===== config.mk =====
export PLATFORM = sky130hd
export DESIGN_NAME = gpio_exp_port
export DESIGN_NICKNAME = d
export VERILOG_FILES = /design/src/core/gpio_exp_pkg.sv /design/src/core/gpio_exp_port.sv
export SDC_FILE = /design/constraint.sdc
export NUM_CORES = 1
export LEC_CHECK = 0
export ABC_CLOCK_PERIOD_IN_PS = 2390
export BUFFER_PORTS_ARGS = -buffer_cell sky130_fd_sc_hd__buf_2
export CORE_UTILIZATION = 40
export DETAILED_ROUTE_END_ITERATION = 10
export GPL_TIMING_DRIVEN = 0
export PLACE_DENSITY = 0.7
export SLEW_MARGIN = 20
export SYNTH_ARGS = -nofsm -noshare
export SYNTH_HDL_FRONTEND = slang
export SYNTH_SLANG_ARGS = --single-unit
export TNS_END_PERCENT = 10

===== constraint.sdc =====
create_clock -name i_core_clk -period 2.39 [get_ports i_core_clk]
set_input_delay 0.1195 -clock i_core_clk [delete_from_list [all_inputs] [get_ports i_core_clk]]
set_output_delay 0.1195 -clock i_core_clk [all_outputs]
set_load 0.02 [all_outputs]

===== src/core/gpio_exp_pkg.sv =====
// Constants shared by the GPIO expander port core
package gpio_exp_pkg;
  // ----------------------------------------------------------------
  // Register offsets
  // ----------------------------------------------------------------
  localparam logic [3:0] ADDR_DIR   = 4'h0;
  localparam logic [3:0] ADDR_IPOL  = 4'h1;
  localparam logic [3:0] ADDR_INTEN = 4'h2;
  localparam logic [3:0] ADDR_DEFV  = 4'h3;
  localparam logic [3:0] ADDR_INTCN = 4'h4;
  localparam logic [3:0] ADDR_CFG   = 4'h5;
  localparam logic [3:0] ADDR_PULL  = 4'h6;
  localparam logic [3:0] ADDR_FLAG  = 4'h7;
  localparam logic [3:0] ADDR_CAP   = 4'h8;
  localparam logic [3:0] ADDR_PORT  = 4'h9;
  localparam logic [3:0] ADDR_OLAT  = 4'ha;
  localparam logic [3:0] ADDR_LAST  = 4'ha;
  localparam logic [3:0] ADDR_PTR   = 4'he;
  localparam logic [3:0] ADDR_DATA  = 4'hf;
  // ----------------------------------------------------------------
  // Field positions in the configuration register
  // ----------------------------------------------------------------
  localparam int CFG_INT_POL = 1;
  localparam int CFG_INT_OD  = 2;
  localparam int CFG_SEQ_DIS = 5;
  // ----------------------------------------------------------------
  // Reset values and address base
  // ----------------------------------------------------------------
  localparam logic [7:0] RST_DIR   = 8'hff;
  localparam logic [7:0] RST_ZERO  = 8'h00;
  localparam logic [3:0] RST_PTR   = 4'h0;
  localparam logic [3:0] SLAVE_BASE = 4'h4;
endpackage


===== src/core/gpio_exp_port.sv =====
// GPIO expander port core: registers, open-drain pins and interrupt
// Functional notes
// - One port of eight pins, each usable as input or output.
// - After reset all pins are inputs and drive nothing.
// - Inputs kept in port register, outputs in output latch register.
// - Output pins only pull low or release, never drive high.
// - Polarity bit inverts the port register value of its pin.
// - Per-pin interrupt enable and pull-up enable, independent of each other.
// - Change mode flags an enabled input differing from port register.
// - Compare mode flags an enabled input differing from compare value.
// - On interrupt the port value is copied into capture register.
// - Interrupt pin is active-high, active-low, or open-drain.
// - Reset loads every register default and idles internal state.
// - Slave address comes from the hardware address pin level.
// - Every register reads back its current contents.
// - Eleven registers at 0x00 to 0x0a; capture register is read-only.
// - Sequential mode advances pointer and wraps to 0; byte mode holds.
//
// Chosen here: the placing of the registers and the plain strobed port.
module gpio_exp_port (
  // Clock and reset
  input  wire logic       i_core_clk,
  input  wire logic       i_sys_rst,
  input  wire logic       i_ext_rst_n,
  // Register port
  input  wire logic [3:0] i_addr,
  input  wire logic [7:0] i_wr_data,
  input  wire logic       i_wr_en,
  input  wire logic       i_rd_en,
  output logic      [7:0] o_rd_data,
  // Port pins
  input  wire logic [7:0] i_pin_in,
  output logic      [7:0] o_pin_out,
  output logic      [7:0] o_pin_oe,
  output logic      [7:0] o_pullup_en,
  // Interrupt pin
  output logic            o_int_out,
  output logic            o_int_oe,
  // Address strap
  input  wire logic [2:0] i_hw_addr,
  output logic      [6:0] o_slave_addr
);
  // ----------------------------------------------------------------
  // Synchronisers and combined reset
  // ----------------------------------------------------------------
  logic [7:0] pin_s1_q;
  logic [7:0] pin_s2_q;
  logic [2:0] adr_s1_q;
  logic [2:0] adr_s2_q;
  logic       xrst_s1_q;
  logic       xrst_s2_q;
  logic       rst;

  // two-stage sync
  // Pins and strap come from outside this clock domain
  always_ff @(posedge i_core_clk) begin
    if (i_sys_rst) begin
      pin_s1_q  <= 8'h00;
      pin_s2_q  <= 8'h00;
      adr_s1_q  <= 3'h0;
      adr_s2_q  <= 3'h0;
      xrst_s1_q <= 1'b0;
      xrst_s2_q <= 1'b0;
    end else begin
      pin_s1_q  <= i_pin_in;
      pin_s2_q  <= pin_s1_q;
      adr_s1_q  <= i_hw_addr;
      adr_s2_q  <= adr_s1_q;
      xrst_s1_q <= ~i_ext_rst_n;
      xrst_s2_q <= xrst_s1_q;
    end
  end

  assign rst = i_sys_rst | xrst_s2_q;

  // ----------------------------------------------------------------
  // Configuration registers
  // ----------------------------------------------------------------
  logic [7:0] dir_q;
  logic [7:0] ipol_q;
  logic [7:0] inten_q;
  logic [7:0] defv_q;
  logic [7:0] intcn_q;
  logic [7:0] cfg_q;
  logic [7:0] pull_q;
  logic [7:0] olat_q;
  logic [3:0] ptr_q;
  logic [3:0] ptr_d;
  logic       acc;
  logic [3:0] tgt;
  logic       wr;

  // Data port accesses go through the pointer
  assign acc = i_wr_en | i_rd_en;
  assign tgt = (i_addr == gpio_exp_pkg::ADDR_DATA) ? ptr_q : i_addr;
  assign wr  = i_wr_en;

  always_ff @(posedge i_core_clk) begin
    if (rst) begin
      dir_q   <= gpio_exp_pkg::RST_DIR;
      ipol_q  <= gpio_exp_pkg::RST_ZERO;
      inten_q <= gpio_exp_pkg::RST_ZERO;
      defv_q  <= gpio_exp_pkg::RST_ZERO;
      intcn_q <= gpio_exp_pkg::RST_ZERO;
      cfg_q   <= gpio_exp_pkg::RST_ZERO;
      pull_q  <= gpio_exp_pkg::RST_ZERO;
      olat_q  <= gpio_exp_pkg::RST_ZERO;
    end else if (wr) begin
      case (tgt)
        gpio_exp_pkg::ADDR_DIR:   dir_q   <= i_wr_data;
        gpio_exp_pkg::ADDR_IPOL:  ipol_q  <= i_wr_data;
        gpio_exp_pkg::ADDR_INTEN: inten_q <= i_wr_data;
        gpio_exp_pkg::ADDR_DEFV:  defv_q  <= i_wr_data;
        gpio_exp_pkg::ADDR_INTCN: intcn_q <= i_wr_data;
        gpio_exp_pkg::ADDR_CFG:   cfg_q   <= i_wr_data;
        gpio_exp_pkg::ADDR_PULL:  pull_q  <= i_wr_data;
        gpio_exp_pkg::ADDR_OLAT:  olat_q  <= i_wr_data;
        default: ;                // Capture is read-only, flags are write-one-clear
      endcase
    end
  end

  // pointer advance and wrap
  // Byte mode keeps polling one register without re-addressing
  always_comb begin
    ptr_d = ptr_q;
    if (i_wr_en && i_addr == gpio_exp_pkg::ADDR_PTR) begin
      ptr_d = i_wr_data[3:0];
    end else if (acc && i_addr == gpio_exp_pkg::ADDR_DATA && !cfg_q[gpio_exp_pkg::CFG_SEQ_DIS]) begin
      ptr_d = (ptr_q >= gpio_exp_pkg::ADDR_LAST) ? gpio_exp_pkg::RST_PTR : ptr_q + 4'h1;
    end
  end

  // Address pointer
  always_ff @(posedge i_core_clk) begin
    if (rst) begin
      ptr_q <= gpio_exp_pkg::RST_PTR;
    end else begin
      ptr_q <= ptr_d;
    end
  end

  // ----------------------------------------------------------------
  // Port register and interrupt detection
  // ----------------------------------------------------------------
  logic [7:0] pin_val;
  logic [7:0] port_q;
  logic [7:0] flag_q;
  logic [7:0] cap_q;
  logic [7:0] diff;
  logic [7:0] evt;
  logic [7:0] clr;
  logic       int_act;

  assign pin_val = pin_s2_q ^ ipol_q;

  // change mode compares with port register
  // compare mode per pin selected by control bit
  assign diff = intcn_q & (pin_val ^ defv_q) | ~intcn_q & (pin_val ^ port_q);
  // only enabled input pins raise events
  assign evt  = diff & inten_q & dir_q;
  assign clr  = (wr && tgt == gpio_exp_pkg::ADDR_FLAG) ? i_wr_data : 8'h00;

  // input port register follows the pins
  always_ff @(posedge i_core_clk) begin
    if (rst) begin
      port_q <= gpio_exp_pkg::RST_ZERO;
    end else begin
      port_q <= pin_val;
    end
  end

  // Sticky flags; a new event wins over a same-cycle clear
  always_ff @(posedge i_core_clk) begin
    if (rst) begin
      flag_q <= gpio_exp_pkg::RST_ZERO;
    end else begin
      flag_q <= (flag_q & ~clr) | evt;
    end
  end

  // capture on the first event only
  // Later events must not overwrite the cause until flags clear
  always_ff @(posedge i_core_clk) begin
    if (rst) begin
      cap_q <= gpio_exp_pkg::RST_ZERO;
    end else if (flag_q == 8'h00 && evt != 8'h00) begin
      cap_q <= pin_val;
    end
  end

  // Enable register doubles as the interrupt mask
  assign int_act = |(flag_q & inten_q);

  // ----------------------------------------------------------------
  // Read port
  // ----------------------------------------------------------------
  logic [7:0] rd_d;

  always_comb begin
    case (tgt)
      gpio_exp_pkg::ADDR_DIR:   rd_d = dir_q;
      gpio_exp_pkg::ADDR_IPOL:  rd_d = ipol_q;
      gpio_exp_pkg::ADDR_INTEN: rd_d = inten_q;
      gpio_exp_pkg::ADDR_DEFV:  rd_d = defv_q;
      gpio_exp_pkg::ADDR_INTCN: rd_d = intcn_q;
      gpio_exp_pkg::ADDR_CFG:   rd_d = cfg_q;
      gpio_exp_pkg::ADDR_PULL:  rd_d = pull_q;
      gpio_exp_pkg::ADDR_FLAG:  rd_d = flag_q;
      gpio_exp_pkg::ADDR_CAP:   rd_d = cap_q;
      gpio_exp_pkg::ADDR_PORT:  rd_d = port_q;
      gpio_exp_pkg::ADDR_OLAT:  rd_d = olat_q;
      gpio_exp_pkg::ADDR_PTR:   rd_d = {4'h0, ptr_q};
      default:                  rd_d = 8'h00;
    endcase
  end

  // Read data stand only in the cycle after the strobe
  always_ff @(posedge i_core_clk) begin
    if (rst) begin
      o_rd_data <= 8'h00;
    end else begin
      o_rd_data <= i_rd_en ? rd_d : 8'h00;
    end
  end

  // ----------------------------------------------------------------
  // Pin and interrupt drivers
  // ----------------------------------------------------------------
  // eight independent pins
  always_ff @(posedge i_core_clk) begin
    if (rst) begin
      o_pin_out   <= 8'h00;
      o_pin_oe    <= 8'h00;
      o_pullup_en <= 8'h00;
    end else begin
      o_pin_out   <= 8'h00;
      o_pin_oe    <= ~dir_q & ~olat_q;
      o_pullup_en <= pull_q;
    end
  end

  // three interrupt pin styles
  // Open drain ignores polarity: it can only pull low when active
  always_ff @(posedge i_core_clk) begin
    if (rst) begin
      o_int_out <= 1'b1;
      o_int_oe  <= 1'b1;
    end else if (cfg_q[gpio_exp_pkg::CFG_INT_OD]) begin
      o_int_out <= 1'b0;
      o_int_oe  <= int_act;
    end else begin
      o_int_out <= cfg_q[gpio_exp_pkg::CFG_INT_POL] ? int_act : ~int_act;
      o_int_oe  <= 1'b1;
    end
  end

  always_ff @(posedge i_core_clk) begin
    if (rst) begin
      o_slave_addr <= {gpio_exp_pkg::SLAVE_BASE, 3'h0};
    end else begin
      o_slave_addr <= {gpio_exp_pkg::SLAVE_BASE, adr_s2_q};
    end
  end
endmodule


# After elaboration in Yosys (flattened, before gate mapping)
# Cells that the tools add are included.
# word_totals
elab_cells	91
reg_bits	149
input_bits	28
out_inout_bits	41
# classes
bitwise	22
n_eq_ne	13
reduce_logical	21
mux	8
magnitude_cmp	1
add_sub_neg	1
# op_table
cell	count
case mux 8 bit (12 select lines)	1
AND 8 bit	7
NOT 8 bit	4
equality test 4 bit, second input constant	6
bitwise XOR 8 bit	3
equality test 4 x 3 -> 1 bit, second input constant	4
2-to-1 mux 4 bit	4
bitwise OR 8 bit	2
AND reduction 2 bit	8
equality test 4 x 2 -> 1 bit, second input constant	2
logical NOT 8 bit	1
2-to-1 mux 8 bit	1
nonzero test 8 bit	1
OR reduction 8 bit	1
logical AND 1 bit	5
adder 4 x 1 -> 4 bit, second input constant	1
equality test 4 x 1 -> 1 bit, second input constant	1
>= comparator 4 bit, second input constant	1
logical NOT 4 bit	1
NOT 1 bit	4
OR reduction 2 bit	2
2-to-1 mux 1 bit	2
bitwise OR 1 bit	2
nonzero test 2 bit	1
logical NOT 1 bit	1

# Logic depth before layout (Yosys ltp)
# Gate-level depths: netlist (run 1).
# depth
word_depth	8
mapped_depth	8
ltp_nobuf	6

# Worst setup path before layout (run 1)
# No wires, ideal clock.
# synth_timing
path_type	register to register
start	register ptr_q[2]
end	register olat_q[0]
t_arrival_ns	1.616
path_slack_ns	0.647
setup_ns	0.128
stages_incl_launch_ff	9
n_path_buf	3
required_time_ns	2.262
period_less_slack_ns	1.743
path_cell_list	dfxtp_1 buf_2 nand4b_1 a21oi_1 clkbuf_1 and3_1 buf_4 mux2i_1 nor2_1
# synth_via
elab_chain_cells	3
# synth_rtl
item	line	rtl
from (decl)	gpio_exp_port.sv:87	logic [3:0] ptr_q;
from (signal assigned)	gpio_exp_port.sv:137	ptr_q <= gpio_exp_pkg::RST_PTR;
from (signal assigned)	gpio_exp_port.sv:139	ptr_q <= ptr_d;
2-to-1 mux 4 bit	gpio_exp_port.sv:95	assign tgt = (i_addr == gpio_exp_pkg::ADDR_DATA) ? ptr_q : i_addr;
equality test 4 bit	gpio_exp_port.sv:109	case (tgt)
AND reduction 2 bit (no source line)	n/a	
to (signal assigned)	gpio_exp_port.sv:107	olat_q <= gpio_exp_pkg::RST_ZERO;
to (signal assigned)	gpio_exp_port.sv:117	gpio_exp_pkg::ADDR_OLAT: olat_q <= i_wr_data;
to (decl)	gpio_exp_port.sv:86	logic [7:0] olat_q;
# No other way between the ends.
# A chain may end at the register's enable or synchronous reset.

# Worst setup path after layout (run 1)
# layout_timing
start	register ptr_q[1]
end	register cfg_q[0]
# layout_via
elab_chain_cells	3
# layout_rtl
item	line	rtl
2-to-1 mux 4 bit	gpio_exp_port.sv:95	
equality test 4 x 3 -> 1 bit	gpio_exp_port.sv:109	
AND reduction 2 bit (no source line)	n/a	
to (signal assigned)	gpio_exp_port.sv:105	cfg_q <= gpio_exp_pkg::RST_ZERO;
to (signal assigned)	gpio_exp_port.sv:115	gpio_exp_pkg::ADDR_CFG: cfg_q <= i_wr_data;
to (decl)	gpio_exp_port.sv:84	logic [7:0] cfg_q;
# No other way between the ends.

==> results.md, run 1 <==
* Worst slew pin tran at 871 ps
* Die Span Y at 126 microns
* P_leak at 3.11 nW
* Max-Cap Viols at 0
* DIE WIDTH at 126 microns
* Pre-antenna DRT Iters at 5
* Setup violators final at 0
* Biggest area consumer among synthesized cells: dfxtp_1
* Initial antenna violation count at 0
* Global-route wire length before repair at 28200 microns
* Clock sink count at 145
* Final period utilization at 98.9%
* Crit path launch: ptr_q[1]$_SDFFE_PP0P_
* Synth unique cells at 62
* Largest net degree at the start of global routing at 17
* DRC viols at 0
* Power Density at 761 nW/um^2
* Vias in the first global route at 4888
* IO Port Bufs at 52
* Peak supply drop at 489 uV
* Share of post-route cells with drive strength above 1 at 16.9%
* Core Footprint at 14800 sq um
* CTS buffer count at 17
* Util after Layout at 50.5%
* Via-to-Cell Ratio at 5.49
* Wire per inst at 19.3 microns
* Worst reg2reg path depth at 6
* Synthesized flop and latch total at 145
* Total track usage at 24.1%
* Asr flop ratio synth at 0%
* Area grow syn2layout at 21.0%
* R2r startpoint: ptr_q[1]$_SDFFE_PP0P_
* Critical Path AT at 2650 ps
* CTS tree: yes
* CP max FO at 9
* Syn avg cell area at 9.19 sq um
* Post-synth EDFFs at 0
* Post-DP HPWL at 13000 microns
* Count of pins over their slew limit at 0
* N_diodes at 0
* Final WL at 18600 microns
* Root buffer cell: clkbuf_16
* Final hold violation count at 0
* Most area-consuming cells after synthesis: dfxtp_1 47%, mux2i_1 10%, nor2_1 4.2%
* Slew headroom at 41.7%
* Hold path startpoint: i_wr_data[5]
* Area fraction of the dominant cell type after synthesis at 47.1%
* Grt ovf at 0
* Initial Util at 41.7%
* RSZ-0062 raised after global routing: yes
* Min Tclk post-route at 2360 ps
* Via count at 5289
* Hold path cells at 3
* H-tree depth at 4
* Cell Area, Synth at 6160 sq um
* Clock Path Buffers at 2
* CP Launch Type: flop
* Clk pin slew, worst setup/hold paths at 60 ps
* Fmax achieved at 423 MHz
* I/O Pins at 69
* Sequential area share after synthesis at 47.1%
* Post-Syn Instances at 670
* Skew-Pair Late Insertion Delay at 430 ps
* Final nets at 796
* Kind of critical path: reg -> reg
* Row count at 44
* Antenna Violating Nets Remaining at 0
* Clock Skew at 12.8 ps
* Total die area at 15900 sq um
* Top FF cell, synth: dfxtp_1
* Placer Congestion at 0.953
* Final hold slack at 35.2 ps
* Required time worst endpoint at 2670 ps
* Status: completed
* Crit. End Element: flop
* Synthesis Warnings at 0
* Hold Crit Class: in -> reg
* Drt first-iter violations at 653
* R2R Setup Slk at 30 ps
-- routing by layer --
metal / GRT usage [%] / wire length (microns)
met5: 0 / 0
met4: 11.6 / 582
met3: 6.80 / 1870
met2: 36.8 / 8120
met1: 31.4 / 8030
-- report_power, final --
| part | internal (mW) | switching (mW) |
|---|---|---|
| clock | 1.65 | 1.05 |
| combinational | 0.161 | 0.321 |
| sequential | 2.47 | 0.0279 |
| total | 4.27 | 1.40 |
-- repair_timing --
action                                 4_1_cts  5_1_grt
buffers inserted                             1        0
endpoints found under the hold margin       15        0
resized for setup                            2        4
pin swaps                                    1        1
setup endpoints to repair                   16       21
hold buffers                                14        0
cloned                                       0        0
-- kinds of logic after synthesis --
group	share of synthesized area [%]
flops	47.1
fa+ha+maj	0.406
buf+inv	5.99
other cells	0.122
simple gates	18.0
mux	10.6
xor+xnor	2.42
compound gates	15.3
-- worst max-delay path, stage by stage, from the launching register on --
cell and delay (ps):
dfxtp_1 430, nand2b_1 270, o21ai_4 390, nand2_1 320, nor2_4 480, mux2i_1 250, nor2_1 60
-- path summary, 6_finish.rpt --
path / to
max: cfg_q[0]$_SDFFE_PP0P_
min: pull_q[5]$_SDFFE_PP0P_
max reg2reg: cfg_q[0]$_SDFFE_PP0P_
min reg2reg: o_slave_addr[0]$_SDFF_PP0_
-- synth_stat cells, types with 2 or more instances --
cell,count
a21oi_1,36
a221oi_1,7
a222oi_1,2
a22o_1,6
a22oi_1,14
a311oi_1,2
a31oi_1,8
a32o_1,2
a32oi_1,5
and2_1,13
and3_1,3
buf_2,10
buf_4,18
clkbuf_1,25
conb_1,2
dfxtp_1,145
ha_1,2
inv_1,21
mux2i_1,62
nand2_1,65
nand2b_1,2
nand3_1,21
nand3_2,3
nand4_1,4
nand4b_1,3
nor2_1,69
nor2_2,2
nor2b_1,23
nor3_1,10
nor4_1,3
o211ai_1,10
o21a_1,2
o21ai_0,22
or2_2,3
or3_1,3
xnor2_1,8
xor2_1,9
-- cell usage in the layout (no fill, tap or decap), types with 13 or more instances in the layout --
cell,netlist,final
buf_2,10,62
nand2_1,65,65
clkbuf_16,0,17
a22oi_1,14,14
inv_1,21,21
mux2i_1,62,62
o21ai_0,22,22
dlygate4sd3_1,0,14
and2_1,13,13
nand3_1,21,21
a21oi_1,36,36
buf_4,18,19
dfxtp_1,145,145
nor2_1,69,68
clkbuf_1,25,27
nor2b_1,23,23
-- cell type report --
class / count / area, sq um
Fill cell: 1421 / 7300
Multi-Input combinational cell: 460 / 2950
Sequential cell: 145 / 2900
Clock buffer: 20 / 437
Timing Repair Buffer: 67 / 408
Buffer: 54 / 292
Tap cell: 184 / 230
Clock inverter: 12 / 156
Inverter: 21 / 78.8
-- stage by stage --
stage | cell area (sq um) | total power, mW | TNS, ps | instances | setup slack [ps]
after floorplan | 6200 | 2.83 | 0 | 680 | 647
after global placement | 6690 | 2.99 | -1820 | 916 | -264
after detailed placement | 6690 | 2.99 | -1560 | 916 | -224
after CTS | 7440 | 5.69 | 0 | 963 | 40.2
after global routing | 7450 | 5.83 | -58.0 | 963 | -58.0
final | 7450 | 5.67 | 0 | 963 | 26.8
No activity file was read; power rests on OpenSTA's default activity.
==> run 2, diff against run 1 <==
--- a/config.mk
+++ b/config.mk
@@ -10,6 +10,7 @@
 export CORE_UTILIZATION = 40
 export DETAILED_ROUTE_END_ITERATION = 10
 export GPL_TIMING_DRIVEN = 0
+export MAX_ROUTING_LAYER = met4
 export PLACE_DENSITY = 0.7
 export SLEW_MARGIN = 20
 export SYNTH_ARGS = -nofsm -noshare
==> run 2 against run 1 <==
  * Routed wire length is 1.5% higher
  * Via count increased by 0.21%
  * Core utilization fell by 0.20 points
  * Combinational power barely moved
  * Non-clock buffer count stayed put
  * Critical path depth rose by 2
  * First-iteration DRC count increased by 16%
  * Clock power shrank 4%
  * Final area shrank 0.39%
  * Global-route usage increased by 1.1 points
  * Total power shrank 2.0%
  * Critical endpoint is now o_rd_data[1]$_SDFF_PP0_
  * Highest routed layer unchanged
==> results.md, run 2 (synthesis gave the netlist of run 1 again) <==
* Vias in the first global route at 4846 (was 4888)
* Worst slew pin tran at 873 ps (was 871 ps)
* P_leak at 3.09 nW (was 3.11 nW)
* Placer Congestion at 0.956 (was 0.953)
* Internal power at 4.15 mW (was 4.27 mW)
* Slew headroom at 41.6% (was 41.7%)
* Cell Area, Placed at 6690 sq um (unchanged)
* Share of power burned in registers at 44.9% (was 44.0%)
* Sw Pwr at 1.41 mW (was 1.40 mW)
* Util after Layout at 50.3% (was 50.5%)
* Crit path max-delay family: compound AO/OA/AOI/OAI gates (was simple AND/OR/NAND/NOR gates)
* Clock Path Buffers at 2 (unchanged)
* RSZ-0062 raised after global routing: yes (unchanged)
* Clock power share at 46.4% (was 47.5%)
* Kind of critical path: reg -> reg (unchanged)
* I/O Pins at 69 (unchanged)
* Final nets at 796 (unchanged)
* Status: completed (unchanged)
* Crit path buffers/inverters at 2 (was 0)
* Via count at 5300 (was 5289)
* Root buffer cell: clkbuf_16 (unchanged)
* Required time worst endpoint at 2700 ps (was 2670 ps)
* Drt first-iter violations at 755 (was 653)
* Total die area at 15900 sq um (unchanged)
* Max-Cap Viols at 0 (unchanged)
* Clk pin slew, worst setup/hold paths at 60 ps (about the same)
* Most common cell after layout, fill and taps aside: dfxtp_1 (unchanged)
* Skew-Pair Late Insertion Delay at 430 ps (about the same)
* Critical Path AT at 2660 ps (was 2650 ps)
* Pre-CTS setup slack at -294 ps (was -224 ps)
* Via-to-Cell Ratio at 5.50 (was 5.49)
* Core Footprint at 14800 sq um (unchanged)
* Clock sink count at 145 (unchanged)
* Setup violators final at 0 (unchanged)
* Commonest non-fill, non-tap cells in the layout: 145 x dfxtp_1, 68 x nor2_1, 65 x nand2_1 (unchanged)
* Fmax achieved at 425 MHz (was 423 MHz)
* CP max stage cell: a21boi_4 (was nor2_4)
* N_diodes at 0 (unchanged)
* Grt ovf at 0 (unchanged)
* Gate power share at 8.7% (was 8.5%)
* CP peak stage delay at 370 ps (was 480 ps)
* Die Span Y at 126 microns (unchanged)
* Global-route wire length before repair at 28500 microns (was 28200 microns)
* Crit. End Element: flop (unchanged)
* Total power at 5.56 mW (was 5.67 mW)
* Final period utilization at 98.5% (was 98.9%)
* Post-DP HPWL at 13000 microns (about the same)
* Cells along the critical path: buf_2 > nand4b_1 > a21boi_4 > buf_2 > a22oi_1 > o32ai_1 > a311oi_1 > a31oi_1 (was nand2b_1 > o21ai_4 > nand2_1 > nor2_4 > mux2i_1 > nor2_1)
* Clock Skew at 10.3 ps (was 12.8 ps)
* CP Launch Type: flop (unchanged)
* Initial Util at 41.7% (unchanged)
* Initial antenna violation count at 0 (unchanged)
* Row count at 44 (unchanged)
* Share of post-route cells with drive strength above 1 at 17.1% (was 16.9%)
* Count of pins over their slew limit at 0 (unchanged)
* Min Tclk post-route at 2360 ps (about the same)
* Final WL at 18900 microns (was 18600 microns)
* DRC viols at 0 (unchanged)
* Hold Crit Class: in -> reg (unchanged)
* Non-Filler Cell Area, Final at 7430 sq um (was 7450 sq um)
* Post-route setup slack at 34.9 ps (was 26.8 ps)
* Wire per inst at 19.6 microns (was 19.3 microns)
* IO Port Bufs at 52 (unchanged)
* Area grow syn2layout at 20.6% (was 21.0%)
* Power Density at 748 nW/um^2 (was 761 nW/um^2)
* DIE WIDTH at 126 microns (unchanged)
* Total track usage at 25.2% (was 24.1%)
* Largest net degree at the start of global routing at 17 (unchanged)
* Antenna Violating Nets Remaining at 0 (unchanged)
* CTS tree: yes (unchanged)
* Final hold violation count at 0 (unchanged)
* CTS buffer count at 17 (unchanged)
* CP max FO at 10 (was 9)
* Pre-antenna DRT Iters at 5 (unchanged)
* Most frequent CP cell: buf_2
* H-tree depth at 4 (unchanged)
* Switching Fraction at 25.3% (was 24.7%)
* Peak supply drop at 515 uV (was 489 uV)
[run 2: changes by cell type in the layout (fill, tap and decap cells not counted), moves of 2 or more]
cell	delta
bufinv_16	-2
clkinvlp_4	+2
clkinv_4	-2
clkbuf_8	+3
[run 2: final cells by class]
cell class | count | area [sq um]
flip-flops and latches | 145 | 2900
multi-input cells | 460 | 2940
repair buffers | 67 | 408
well taps | 184 | 230
inverters | 21 | 78.8
clock inverters | 10 | 97.6
clock buffers | 22 | 474
fillers | 1421 | 7330
plain buffers | 54 | 292
[run 2: final timing paths]
kind                                        startpoint                         end  slack, ps  depth (start not counted)
worst max register to register   ptr_q[3]$_SDFFE_PP0P_     o_rd_data[1]$_SDFF_PP0_         30                          8
worst min-delay path                      i_wr_data[6]      pull_q[6]$_SDFFE_PP0P_         30                          3
worst min register to register  adr_s2_q[2]$_SDFF_PP0_  o_slave_addr[2]$_SDFF_PP0_        420                          1
worst max-delay path             ptr_q[3]$_SDFFE_PP0P_     o_rd_data[1]$_SDFF_PP0_         30                          8
[run 2: power by group through the flow]
stage / clock network, mW / logic [mW] / registers [mW]
global placement: 0 / 0.448 / 2.54
detailed placement: 0 / 0.446 / 2.55
CTS: 2.61 / 0.467 / 2.49
global route: 2.71 / 0.512 / 2.50
floorplan: 0 / 0.285 / 2.55
finish: 2.58 / 0.483 / 2.49
[run 2: layer usage]
layer | global-route usage (%) | vias to the layer above | wire [microns]
met1 | 32.9 | 2450 | 8270
met5 | - | - | 0
met2 | 36.6 | 295 | 8240
met3 | 5.52 | 50 | 1770
li1 | - | 2505 | -
met4 | 12.9 | 0 | 594
[run 2: worst register-to-register path: stages (launching register included)]
cell      delay (ps)
dfxtp_1          290
buf_2            170
nand4b_1         260
a21boi_4         370
buf_2            350
a22oi_1          180
o32ai_1          220
a311oi_1          80
a31oi_1          320
[run 2: through the flow]
stage | std cells | hold WS (ps) | TNS, ps
4_1_cts | 963 | 14.3 | 0
3_5_place_dp | 916 | 279 | -1960
3_3_place_gp | 916 | 278 | -2300
5_1_grt | 963 | 26.9 | -76.9
6_report | 963 | 25.5 | 0
2_1_floorplan | 680 | 191 | 0
[run 2: repair_timing]
item,CTS,global route
hold endpoints to repair,15,0
setup buffers,1,0
gates resized for setup,1,4
hold buffers,14,0
endpoints found under the setup margin,11,20
gates cloned,0,0
pin swaps,1,0
==> run 3, diff against run 2 <==
--- a/config.mk
+++ b/config.mk
@@ -5,13 +5,15 @@
 export SDC_FILE = /design/constraint.sdc
 export NUM_CORES = 1
 export LEC_CHECK = 0
-export ABC_CLOCK_PERIOD_IN_PS = 2390
+export ABC_CLOCK_PERIOD_IN_PS = 2300
 export BUFFER_PORTS_ARGS = -buffer_cell sky130_fd_sc_hd__buf_2
-export CORE_UTILIZATION = 40
+export CELL_PAD_IN_SITES_DETAIL_PLACEMENT = 0
+export CELL_PAD_IN_SITES_GLOBAL_PLACEMENT = 2
+export CORE_UTILIZATION = 36
 export DETAILED_ROUTE_END_ITERATION = 10
 export GPL_TIMING_DRIVEN = 0
 export MAX_ROUTING_LAYER = met4
-export PLACE_DENSITY = 0.7
+export PLACE_DENSITY = 0.91
 export SLEW_MARGIN = 20
 export SYNTH_ARGS = -nofsm -noshare
 export SYNTH_HDL_FRONTEND = slang
==> constraint.sdc (replaced) <==
create_clock -name i_core_clk -period 2.3 [get_ports i_core_clk]
set_input_delay 0.115 -clock i_core_clk [delete_from_list [all_inputs] [get_ports i_core_clk]]
set_output_delay 0.115 -clock i_core_clk [all_outputs]
set_load 0.02 [all_outputs]
==> run 3 against run 2 <==
  * Clock power grew 14%
  * Fmax is 4.8% higher
  * Final area up 2.5%
  * Global-route usage is 1.4 points lower
  * Sequential share of layout area down 0.94 points
  * Clock skew increased by 1.6 ps
  * Core utilization decreased by 4.6 points
  * Critical path depth decreased by 2
  * Final cell count up 4.3%
  * Clock-buffer cell count shrank 3
  * Largest power group unchanged
  * Via count rose by 1.0%
  * Combinational power rose by 6.6%
==> results.md, run 3 (synthesis gave the netlist of run 1 again) <==
* Status: completed (unchanged)
* N_diodes at 0 (unchanged)
* Post-DP HPWL at 14200 microns (was 13000 microns)
* Final nets at 801 (was 796)
* Area grow syn2layout at 23.5% (was 20.6%)
* Clk pin slew, worst setup/hold paths at 60 ps (about the same)
* Setup violators final at 0 (unchanged)
* Via count at 5354 (was 5300)
* R2R Setup Slk at 50 ps (was 30 ps)
* Crit. End Element: flop (unchanged)
* DIE WIDTH at 133 microns (was 126 microns)
* Power Density at 796 nW/um^2 (was 748 nW/um^2)
* Total power at 6.06 mW (was 5.56 mW)
* Placer Congestion at 0.953 (was 0.956)
* Die Span Y at 133 microns (was 126 microns)
* Total die area at 17600 sq um (was 15900 sq um)
* I/O Pins at 69 (unchanged)
* Fmax achieved at 445 MHz (was 425 MHz)
* IO Port Bufs at 52 (unchanged)
* Hold Crit Class: in -> reg (unchanged)
* Core Footprint at 16600 sq um (was 14800 sq um)
* Largest net degree at the start of global routing at 17 (unchanged)
* Final period utilization at 97.7% (was 98.5%)
* Placed Instances at 952 (was 916)
* Initial antenna violation count at 0 (unchanged)
* CTS buffer count at 17 (unchanged)
* Final WL at 19800 microns (was 18900 microns)
* Critical Path AT at 2530 ps (was 2660 ps)
* RSZ-0062 raised after global routing: no (was yes)
* Global-route wire length before repair at 30100 microns (was 28500 microns)
* CP max FO at 9 (was 10)
* Drt first-iter violations at 512 (was 755)
* Clock Path Buffers at 2 (unchanged)
* Slew headroom at 41.4% (was 41.6%)
* Non-filler cells, final at 1004 (was 963)
* Share of post-route cells with drive strength above 1 at 18.8% (was 17.1%)
* Pre-antenna DRT Iters at 6 (was 5)
* Grt ovf at 0 (unchanged)
* Commonest non-fill, non-tap cells in the layout: 145 x dfxtp_1, 68 x nor2_1, 65 x nand2_1 (unchanged)
* Wire per inst at 19.7 microns (was 19.6 microns)
* CP Launch Type: flop (unchanged)
* Count of pins over their slew limit at 0 (unchanged)
* Row count at 47 (was 44)
* P_leak at 3.17 nW (was 3.09 nW)
* R2r startpoint: ptr_q[0]$_SDFFE_PP0P_ (was ptr_q[3]$_SDFFE_PP0P_)
* Via-to-Cell Ratio at 5.33 (was 5.50)
* Worst slew pin tran at 876 ps (was 873 ps)
* Required time worst endpoint at 2580 ps (was 2700 ps)
* Clock sink count at 145 (unchanged)
* Vias in the first global route at 5157 (was 4846)
* Worst reg2reg path depth at 6 (was 8)
* Final hold violation count at 0 (unchanged)
* Crit path launch: ptr_q[0]$_SDFFE_PP0P_ (was ptr_q[3]$_SDFFE_PP0P_)
* Total track usage at 23.8% (was 25.2%)
* Kind of critical path: reg -> reg (unchanged)
* Root buffer cell: clkbuf_16 (unchanged)
* Filler cells at 1582 (was 1421)
* Clock Skew at 12.0 ps (was 10.3 ps)
* Skew-Pair Late Insertion Delay at 420 ps (was 430 ps)
* Most common cell after layout, fill and taps aside: dfxtp_1 (unchanged)
* End of the critical path: intcn_q[3]$_SDFFE_PP0P_ (was o_rd_data[1]$_SDFF_PP0_)
* Initial Util at 37.0% (was 41.7%)
* Min Tclk post-route at 2250 ps (was 2360 ps)
* Reg-to-reg critical path endpoint: intcn_q[3]$_SDFFE_PP0P_ (was o_rd_data[1]$_SDFF_PP0_)
* DRC viols at 0 (unchanged)
* Peak supply drop at 572 uV (was 515 uV)
* H-tree depth at 4 (unchanged)
* Max-Cap Viols at 0 (unchanged)
* Antenna Violating Nets Remaining at 0 (unchanged)
* CTS tree: yes (unchanged)
run 3: what timing repair did:
| item | CTS | global route |
|---|---|---|
| resized for setup | 3 | 15 |
| endpoints found under the hold margin | 15 | 0 |
| endpoints found under the setup margin | 32 | 51 |
| buffers inserted | 3 | 3 |
| pin swaps | 1 | 1 |
| hold buffers | 14 | 0 |
run 3: stage by stage:
step	TNS (ps)	worst slack [ps]	utilization [%]	hold WS (ps)	instance area [sq um]
final	0	51.8	45.7	44.9	7610
after global routing	0	16.1	45.7	45.3	7610
after CTS	0	10.1	45.3	16.1	7550
after detailed placement	-3870	-401	40.5	273	6730
after global placement	-3480	-360	40.5	271	6730
after floorplan	0	557	-	187	6200
run 3: critical path, stage by stage (launching register included):
cell,delay (ps)
dfxtp_1,310
buf_2,190
o41ai_4,860
and3_1,250
buf_4,230
mux2i_1,220
nor2_1,50
run 3: area by class of cell:
type                    count  area (sq um)  area share, %
plain buffers              54           297           3.90
well taps                 220           275           3.62
multi-input cells         460          2980           39.1
flip-flops and latches    145          2900           38.2
repair buffers             72           445           5.85
inverters                  21          78.8           1.04
clock inverters            13           181           2.38
clock buffers              19           453           5.95
run 3: where the power goes:
group          total, mW  internal, mW  switching, mW
Combinational      0.515         0.173          0.342
Sequential          2.59          2.56         0.0306
Clock               2.95          1.87           1.08
run 3: worst min-delay path by stage:
stage | startpoint | endpoint | slack [ps] | depth (start not counted)
after global placement | i_ext_rst_n | xrst_s1_q$_SDFF_PP0_ | 270 | 2
after floorplan | i_sys_rst | adr_s1_q[2]$_SDFF_PP0_ | 190 | 1
after detailed placement | i_ext_rst_n | xrst_s1_q$_SDFF_PP0_ | 270 | 2
after global routing | i_wr_data[5] | pull_q[5]$_SDFFE_PP0P_ | 50 | 3
after CTS | i_wr_data[4] | pull_q[4]$_SDFFE_PP0P_ | 20 | 3
final | i_wr_data[5] | pull_q[5]$_SDFFE_PP0P_ | 40 | 3
run 3: metal layers:
| metal | part of all wire [%] | GRT usage [%] | vias to the layer above |
|---|---|---|---|
| met3 | 8.1 | 5.59 | 39 |
| met2 | 45 | 36.4 | 271 |
| li1 | - | - | 2515 |
| met4 | 3.3 | 9.00 | 0 |
| met5 | 0 | - | - |
| met1 | 44 | 30.3 | 2529 |
